**src/code_protect_cfg.svh**
```systemverilog
// constants for the code protection gate
// ---------------------------------------------------------------------------
// ---------------------------------------------------------------------------
`ifndef CODE_PROTECT_CFG_SVH
`define CODE_PROTECT_CFG_SVH
`define CFG_WORD_ADDR 14'h2007
`define ID_FIRST_ADDR 14'h2000
`define ID_LAST_ADDR 14'h2003
`define CFG_SPACE_BIT 13
`define SEG_HALF_BASE 11'h200
`define SEG_QUARTER_BASE 11'h400
`define CAL_ADDR_SMALL 11'h3FF
`define CAL_ADDR_LARGE 11'h7FF
`define CFG_RESET_VALUE 14'h3FFF
`define CP_PAIR_A_LSB 12
`define CP_PAIR_B_LSB 10
`define CP_PAIR_C_LSB 8
`define CP_PAIR_D_LSB 5
`endif

```
**src/code_protect_pkg.sv**
```systemverilog
// types for the code protection gate
package code_protect_pkg;
  typedef enum logic [1:0]
  {
    PROT_ALL,
    PROT_HALF,
    PROT_QUARTER,
    PROT_OFF
  } prot_level_e;
endpackage

```
**src/code_protect_gate.sv**
```systemverilog
// code protection gate between the programming link and program memory
`timescale 1ns/1ps
`default_nettype none
`include "code_protect_cfg.svh"
module code_protect_gate
  import code_protect_pkg::*;
#(
  parameter bit LARGE_VARIANT = 1'b0
)
(
  input wire logic clock_in,
  input wire logic reset_n_in,
  input wire logic [13:0] addr_in,
  input wire logic rd_in,
  input wire logic wr_in,
  input wire logic [13:0] wdata_in,
  input wire logic [13:0] mem_rdata_in,
  output logic [13:0] rdata_out,
  output logic rvalid_out,
  output logic mem_wr_out,
  output logic [13:0] mem_addr_out,
  output logic [13:0] mem_wdata_out,
  output logic [13:0] device_configuration_word_out,
  output logic [1:0] protect_level_out
);

  // ---------------------------------------------------------------------
  // configuration word register
  // ---------------------------------------------------------------------
  logic [13:0] cfg_r;
  logic is_cfg;
  assign is_cfg = (addr_in == `CFG_WORD_ADDR);

  always_ff @(posedge clock_in or negedge reset_n_in)
  begin
    if (!reset_n_in)
      cfg_r <= `CFG_RESET_VALUE;
    else if (wr_in && is_cfg)
      cfg_r <= wdata_in;
  end

  // ---------------------------------------------------------------------
  // protection level decode
  // ---------------------------------------------------------------------
  logic [1:0] pa, pb, pc, pd;
  logic pairs_agree;
  prot_level_e level;
  assign pa = cfg_r[`CP_PAIR_A_LSB +: 2];
  assign pb = cfg_r[`CP_PAIR_B_LSB +: 2];
  assign pc = cfg_r[`CP_PAIR_C_LSB +: 2];
  assign pd = cfg_r[`CP_PAIR_D_LSB +: 2];
  assign pairs_agree = (pa == pb) && (pa == pc) && (pa == pd);

  always_comb
  begin
    level = PROT_OFF;
    if (pairs_agree)
    begin
      unique case (pa)
        2'h0: level = PROT_ALL;
        2'h1: level = PROT_HALF;
        2'h2: level = LARGE_VARIANT ? PROT_QUARTER : PROT_OFF;
        2'h3: level = PROT_OFF;
      endcase
    end
  end

  // ---------------------------------------------------------------------
  // segment check
  // ---------------------------------------------------------------------
  logic in_cfg_space, is_cal, prot_hit;
  logic [10:0] paddr;
  assign in_cfg_space = addr_in[`CFG_SPACE_BIT];
  assign paddr = addr_in[10:0];
  assign is_cal = LARGE_VARIANT ? (paddr == `CAL_ADDR_LARGE)
                                : (paddr == `CAL_ADDR_SMALL);

  always_comb
  begin
    prot_hit = 1'b0;
    if (!in_cfg_space && !is_cal)
    begin
      unique case (level)
        PROT_ALL: prot_hit = 1'b1;
        PROT_HALF: prot_hit = (paddr >= `SEG_HALF_BASE);
        PROT_QUARTER: prot_hit = (paddr >= `SEG_QUARTER_BASE);
        PROT_OFF: prot_hit = 1'b0;
      endcase
    end
  end

  // ---------------------------------------------------------------------
  // gated memory access
  // ---------------------------------------------------------------------
  always_ff @(posedge clock_in or negedge reset_n_in)
  begin
    if (!reset_n_in)
    begin
      mem_wr_out <= 1'b0;
      mem_addr_out <= 14'h0000;
      mem_wdata_out <= 14'h0000;
    end
    else
    begin
      mem_wr_out <= wr_in && !prot_hit && !is_cfg;
      mem_addr_out <= addr_in;
      mem_wdata_out <= wdata_in;
    end
  end

  logic hit_q, cfg_q;
  always_ff @(posedge clock_in or negedge reset_n_in)
  begin
    if (!reset_n_in)
    begin
      hit_q <= 1'b0;
      cfg_q <= 1'b0;
      rvalid_out <= 1'b0;
    end
    else
    begin
      hit_q <= prot_hit;
      cfg_q <= is_cfg;
      rvalid_out <= rd_in;
    end
  end

  // read answer two cycles after rd_in (config word after one), memory data arrives with mem_addr_out
  always_ff @(posedge clock_in or negedge reset_n_in)
  begin
    if (!reset_n_in)
      rdata_out <= 14'h0000;
    else if (rd_in)
      rdata_out <= is_cfg ? cfg_r : 14'h0000;
    else if (rvalid_out && !cfg_q)
      rdata_out <= hit_q ? 14'h0000 : mem_rdata_in;
  end

  always_ff @(posedge clock_in or negedge reset_n_in)
  begin
    if (!reset_n_in)
    begin
      device_configuration_word_out <= `CFG_RESET_VALUE;
      protect_level_out <= 2'h3;
    end
    else
    begin
      device_configuration_word_out <= cfg_r;
      protect_level_out <= level;
    end
  end

  // ---------------------------------------------------------------------
  // assertions
  // ---------------------------------------------------------------------
  a_prot_write_blocked: assert property (@(posedge clock_in)
    disable iff (!reset_n_in) (wr_in && prot_hit) |=> !mem_wr_out)
    else $error("write reached a protected segment");
  a_prot_read_zero: assert property (@(posedge clock_in)
    disable iff (!reset_n_in) (rd_in && prot_hit) |=> ##1 rdata_out == 14'h0)
    else $error("protected read not zero");
  a_open_write_passes: assert property (@(posedge clock_in)
    disable iff (!reset_n_in) (wr_in && !in_cfg_space && level == PROT_OFF)
    |=> mem_wr_out && mem_wdata_out == $past(wdata_in))
    else $error("unprotected write lost");
  a_cal_never_protected: assert property (@(posedge clock_in)
    disable iff (!reset_n_in) is_cal |-> !prot_hit)
    else $error("calibration word protected");
  a_cfg_write_stored: assert property (@(posedge clock_in)
    disable iff (!reset_n_in) (wr_in && is_cfg) |=> ##1
    device_configuration_word_out == $past(wdata_in, 2))
    else $error("configuration word write lost");
  a_half_boundary: assert property (@(posedge clock_in)
    disable iff (!reset_n_in) (level == PROT_HALF && !in_cfg_space &&
    paddr < `SEG_HALF_BASE) |-> !prot_hit)
    else $error("lower half protected");
  a_mismatch_off: assert property (@(posedge clock_in)
    disable iff (!reset_n_in) !pairs_agree |-> level == PROT_OFF)
    else $error("disagreeing pairs enabled protection");
  a_quarter_range: assert property (@(posedge clock_in)
    disable iff (!reset_n_in) (level == PROT_QUARTER && !in_cfg_space &&
    !is_cal) |-> prot_hit == (paddr >= `SEG_QUARTER_BASE))
    else $error("quarter range wrong");
  a_cfg_not_mem: assert property (@(posedge clock_in)
    disable iff (!reset_n_in) (wr_in && is_cfg) |=> !mem_wr_out)
    else $error("configuration write reached memory");
  a_id_write_passes: assert property (@(posedge clock_in)
    disable iff (!reset_n_in) (wr_in && in_cfg_space && !is_cfg)
    |=> mem_wr_out)
    else $error("identification write lost");
  a_all_protected: assert property (@(posedge clock_in)
    disable iff (!reset_n_in) (level == PROT_ALL && !in_cfg_space &&
    !is_cal) |-> prot_hit)
    else $error("full protection left a word open");
  a_cal_write_passes: assert property (@(posedge clock_in)
    disable iff (!reset_n_in) (wr_in && is_cal && !in_cfg_space)
    |=> mem_wr_out)
    else $error("calibration write lost");
  a_open_read_true: assert property (@(posedge clock_in)
    disable iff (!reset_n_in) (rd_in && !prot_hit && !in_cfg_space)
    |=> ##1 rdata_out == $past(mem_rdata_in))
    else $error("unprotected read not true");
  a_cfg_read_true: assert property (@(posedge clock_in)
    disable iff (!reset_n_in) (rd_in && is_cfg) |=> rdata_out == $past(cfg_r))
    else $error("configuration read not true");
  a_level_output: assert property (@(posedge clock_in)
    disable iff (!reset_n_in) 1'b1 |=> protect_level_out == $past(level))
    else $error("protection level output stale");
  a_rvalid_pulse: assert property (@(posedge clock_in)
    disable iff (!reset_n_in) rd_in |=> rvalid_out)
    else $error("read answer missing");
  a_mem_addr_copy: assert property (@(posedge clock_in)
    disable iff (!reset_n_in) 1'b1 |=> mem_addr_out == $past(addr_in))
    else $error("memory address not forwarded");

  // ---------------------------------------------------------------------
  // covers
  // ---------------------------------------------------------------------
  c_prot_read: cover property (@(posedge clock_in) rd_in && prot_hit);
  c_quarter_level: cover property (@(posedge clock_in) level == PROT_QUARTER);
  c_prot_write: cover property (@(posedge clock_in) wr_in && prot_hit);
  c_cfg_write: cover property (@(posedge clock_in) wr_in && is_cfg);
  c_half_level: cover property (@(posedge clock_in) level == PROT_HALF);

endmodule // code_protect_gate
`default_nettype wire

```
**config.mk**
```make
export PLATFORM = sky130hd
export DESIGN_NAME = code_protect_gate
export DESIGN_NICKNAME = d
export VERILOG_FILES = /design/src/code_protect_pkg.sv /design/src/code_protect_gate.sv
export VERILOG_INCLUDE_DIRS = /design/src
export SDC_FILE = /design/constraint.sdc
export NUM_CORES = 1
export LEC_CHECK = 0
export BUFFER_PORTS_ARGS = -buffer_cell sky130_fd_sc_hd__buf_4
export CORE_ASPECT_RATIO = 1.75
export CORE_MARGIN = 5
export CORE_UTILIZATION = 50
export CTS_CLUSTER_DIAMETER = 80
export CTS_CLUSTER_SIZE = 30
export DETAILED_ROUTE_END_ITERATION = 6
export GPL_ROUTABILITY_DRIVEN = 0
export PLACE_DENSITY = 0.87
export SYNTH_ARGS = -nofsm -noshare
export SYNTH_HDL_FRONTEND = slang
export SYNTH_SLANG_ARGS = --single-unit
```
**constraint.sdc**
```tcl
create_clock -name clock_in -period 3.05 [get_ports clock_in]
set_clock_uncertainty 0.05 [all_clocks]
set_input_delay 0.4575 -clock clock_in [delete_from_list [all_inputs] [get_ports clock_in]]
set_output_delay 0.4575 -clock clock_in [all_outputs]
set_load 0.02 [all_outputs]
```
# Word-level counts from Yosys, hierarchy flattened
# Index checks and enable logic that the tools add are counted.
[word_totals] register_bits=76 inputBits=46 output_inout_bits=60 word_cells=47
[op_classes] n_lt_le_gt_ge=2 eq_ne=11 mux=8 n_reduce_logical=16
[op_table] cell="$mux 14" n=4
[op_table] cell="$eq 14x14->1 const B" n=1
[op_table] cell="$eq 11x10->1 const B" n=1
[op_table] cell="$ge 11x10->1 const B" n=1
[op_table] cell="$ge 11x11->1 const B" n=1
[op_table] cell="$eq 2x2->1 const B" n=4
[op_table] cell="$logic_and 1x1->1" n=7
[op_table] cell="$eq 2x2->1" n=3
[op_table] cell="$pmux 2 s3" n=1
[op_table] cell="$logic_not 1->1" n=5
[op_table] cell="$eq 2x1->1 const B" n=2
[op_table] cell="$logic_not 2->1" n=2
[op_table] cell="$pmux 1 s4" n=1
[op_table] cell="$mux 2" n=1
[op_table] cell="$reduce_bool 2->1" n=1
[op_table] cell="$reduce_or 2->1" n=1
[op_table] cell="$mux 1" n=1

# Longest topological paths before layout
[logic_depth] depth_word=10 depth_mapped=5 ltp_nobuf=4

# Worst setup path before layout
# OpenSTA, ideal clock, no wires.
[synth_timing] path_kind="input port to flip-flop" start="in addr_in[3]" end="reg cfg_r[10]" setup_time_ns=0.082 t_arrival_ns=1.898 t_required_ns=2.918 path_slack_ns=1.020 cell_stages=5 path_buffers=1 cell_sequence="or4_4 > nor4_4 > nand2_2 > buf_6 > mux2_4"
[synth_via] elab_chain_cells=2
[synth_lines] element="start: declaration" line="code_protect_gate.sv:13" source="input wire logic [13:0] addr_in,"
[synth_lines] element="$eq 14x14->1 (no source line)"
[synth_lines] element="net is_cfg" line="code_protect_gate.sv:31" source="logic is_cfg;"
[synth_lines] element="$logic_and 1x1->1" line="code_protect_gate.sv:38" source="else if (wr_in && is_cfg)"
[synth_lines] element="end signal: assignment" line="code_protect_gate.sv:37" source="cfg_r <= `CFG_RESET_VALUE;"
[synth_lines] element="end signal: assignment" line="code_protect_gate.sv:39" source="cfg_r <= wdata_in;"
[synth_lines] element="end: declaration" line="code_protect_gate.sv:30" source="logic [13:0] cfg_r;"
# The timed path passes the listed nets, and every way through them passes these cells.
# A chain may end at the register's enable or synchronous reset.

# Worst setup path after layout
[layout_timing] start="in addr_in[3]" end="reg rdata_out[7]"
[layout_via] elab_chain_cells=3
[layout_lines] element="$eq 14x14->1 (no source line)"
[layout_lines] element="net is_cfg" line="code_protect_gate.sv:31"
[layout_lines] element="$mux 14" line="code_protect_gate.sv:134" source="rdata_out <= is_cfg ? cfg_r : 14'h0000;"
[layout_lines] element="$mux 14" line="code_protect_gate.sv:133" source="else if (rd_in)"
[layout_lines] element="end signal: assignment" line="code_protect_gate.sv:134"
[layout_lines] element="end signal: assignment" line="code_protect_gate.sv:136" source="rdata_out <= hit_q ? 14'h0000 : mem_rdata_in;"
[layout_lines] element="end: declaration" line="code_protect_gate.sv:18" source="output logic [13:0] rdata_out,"
# The timed path passes the listed nets, and every way through them passes these cells.

==> results.tsv <==
metric	value	unit
final_layout_size_suffix_gt1_share	61.6	%
cp_max_fo	14	
start_util	51.4	%
p_total	0.00209	W
slew_headroom	39.6	%
synth-main-ff-cell	dfrtp_1	
htreeDepth	3	
drt_first_pass_iters	4	
sequentialPowerShare	50.3	%
cts_resized	0	
p_leak	1.79	nW
die-area	0.00670	mm²
cts_root_buf	clkbuf_8	
power.density	577	mW/mm²
cts_hold_buffers	0	
rsz0062_at_grt	false	
hold_path.class	in -> reg	
crit_required	3.28	ns
synth_nets	204	
power.internal	0.00164	W
p_sw_share	21.8	%
wl_per_cell	18.1	µm
p_sw	0.000456	W
setup_violations	0	
yosysSeqAreaShare	75.8	%
via_per_inst	5.21	
grt_max_degree	77	
min_period_over_period	69.0	%
cts.path.max_buffers	2	
worstSkewPairLatency	0.34	ns
diodes	0	
setup_slack	0.945	ns
hold_violations	0	
rows	34	
synthCells	158	
pwr-share-comb	9.2	%
die_h	105	µm
worstMarginPinSlew	0.907	ns
nNetsFinal	317	
num_vias	1720	
cts_tree	built	
drt_iter0_markers	73	
hpwl	4.30	mm
worst_setup_path_end_kind	flop	
mostFrequentLayoutCells	107 x buf_4, 46 x dfrtp_1, 30 x dfstp_2	
worstSetupPathType	in -> reg	
status	complete, no violations	
core	0.00498	mm²
cts_buffers	9	
pre_cts_ws	0.611	ns
period_needed	2.10	ns
antenna_found_initial	0	
pwr-share-clk	40.5	%
grt_usage	18.6	%
syn-cell-area	0.00256	mm²
cts_sinks	76	
cp.arrival	2.33	ns
ys_warn_count	0	
tns	0	ns
drc_errors	0	
wirelength	5.98	mm
port_buffers	105	
avgSynthCellArea	16.2	µm²
fmax	475	MHz
synth.distinct_cells	28	
start_kind	primary input	
postCtsSetupBuffers	0	
synth_edf_count	0	
ys_ff_latch	76	
grt_pass1_wl	9.47	mm
maxCapViolCount	0	
clkSlewWorstSetupHoldPaths	0.08	ns
async_flop_share	100	%
grt_pass1_vias	1898	
gr-total-overflow	0	
die_x	64.1	µm
peakVddDrop	0.000623	V
ant_nets	0	
synthToLayoutAreaGrowth	41.9	%
ios	106	
layout.cells.most_common	buf_4	
fillCellCount	337	
slew_viol_final	0	
[worst paths after layout]
kind | slack [ns] | endpoint | from | cells past startpoint
max in group asynchronous | 2.17 | mem_addr_out[4] | reset_n_in | 1
worst max-delay path | 0.95 | rdata_out[7] | addr_in[3] | 5
worst min-delay path | 0.18 | mem_wdata_out[6] | wdata_in[6] | 1
min in group asynchronous | 0.20 | mem_wdata_out[12] | reset_n_in | 1
worst min register to register | 0.33 | device_configuration_word_out[0] | cfg_r[0] | 0
worst max register to register | 1.28 | mem_wr_out | cfg_r[13] | 4
[power by group through the flow]
stage	clock, W	sequential [W]	combinational, W
6_report	0.000848	0.00105	0.000192
5_1_grt	0.000914	0.00106	0.000207
4_1_cts	0.000861	0.00105	0.000196
3_5_place_dp	0	0.00107	0.000195
3_3_place_gp	0	0.00107	0.000191
2_1_floorplan	0	0.00111	0.0000260
[through the flow]
stage	util, %	hold WS (ns)	cell area, µm²	std cells
after floorplan	-	0.112	2560	158
after global placement	68.4	0.313	3400	314
after detailed placement	68.4	0.317	3400	314
after CTS	73.0	0.163	3630	330
after global routing	73.0	0.158	3630	330
final	73.0	0.180	3630	330
[metal layers]
layer	vias up	wire, µm	global-route usage, %
met5	-	0	0
met4	0	206	10.8
met3	16	369	5.48
met2	66	3230	30.5
met1	851	2170	21.0
li1	787	-	-
[critical path: stages]
cell and delay [ns]:
buf_4 0.12, or4_4 0.54, nor4_4 0.35, and2_1 0.59, a221o_1 0.27
[flip-flops by register name, indices dropped and copies added, names as in the netlist]
signal / flops
cfg_r: 14
device_configuration_word_out: 14
mem_addr_out: 14
mem_wdata_out: 14
rdata_out: 14
protect_level_out: 2
cfg_q: 1
hit_q: 1
mem_wr_out: 1
rvalid_out: 1
[cell type report]
class	count	area, µm²	share of cell area [%]
Tap cell	54	67.6	1.86
Clock buffer	13	159	4.38
Inverter	1	3.75	0.103
Clock inverter	3	68.8	1.90
Multi-Input combinational cell	76	589	16.2
Sequential cell	76	1940	53.4
Timing Repair Buffer	107	803	22.1
[synth_stat cells (2+ instances only)]
library cell,count,share of area [%]
nor4_1,2,0.49
dfrtp_1,46,45
dfstp_2,30,31
mux2_2,4,1.8
mux2_4,10,5.9
a221o_1,14,5.5
nand2_1,14,2.1
clkbuf_1,3,0.44
nor2_1,16,2.3
[logic make-up after synthesis]
kind of cell	Yosys count	synth area share (%)
DFF	76	75.8
and+or+nand+nor	45	9.05
AOI/OAI and AO/OA	17	6.21
muxes	14	7.63
buffers and inverters	6	1.32
Note: power is estimated with default switching activity, not from simulation.
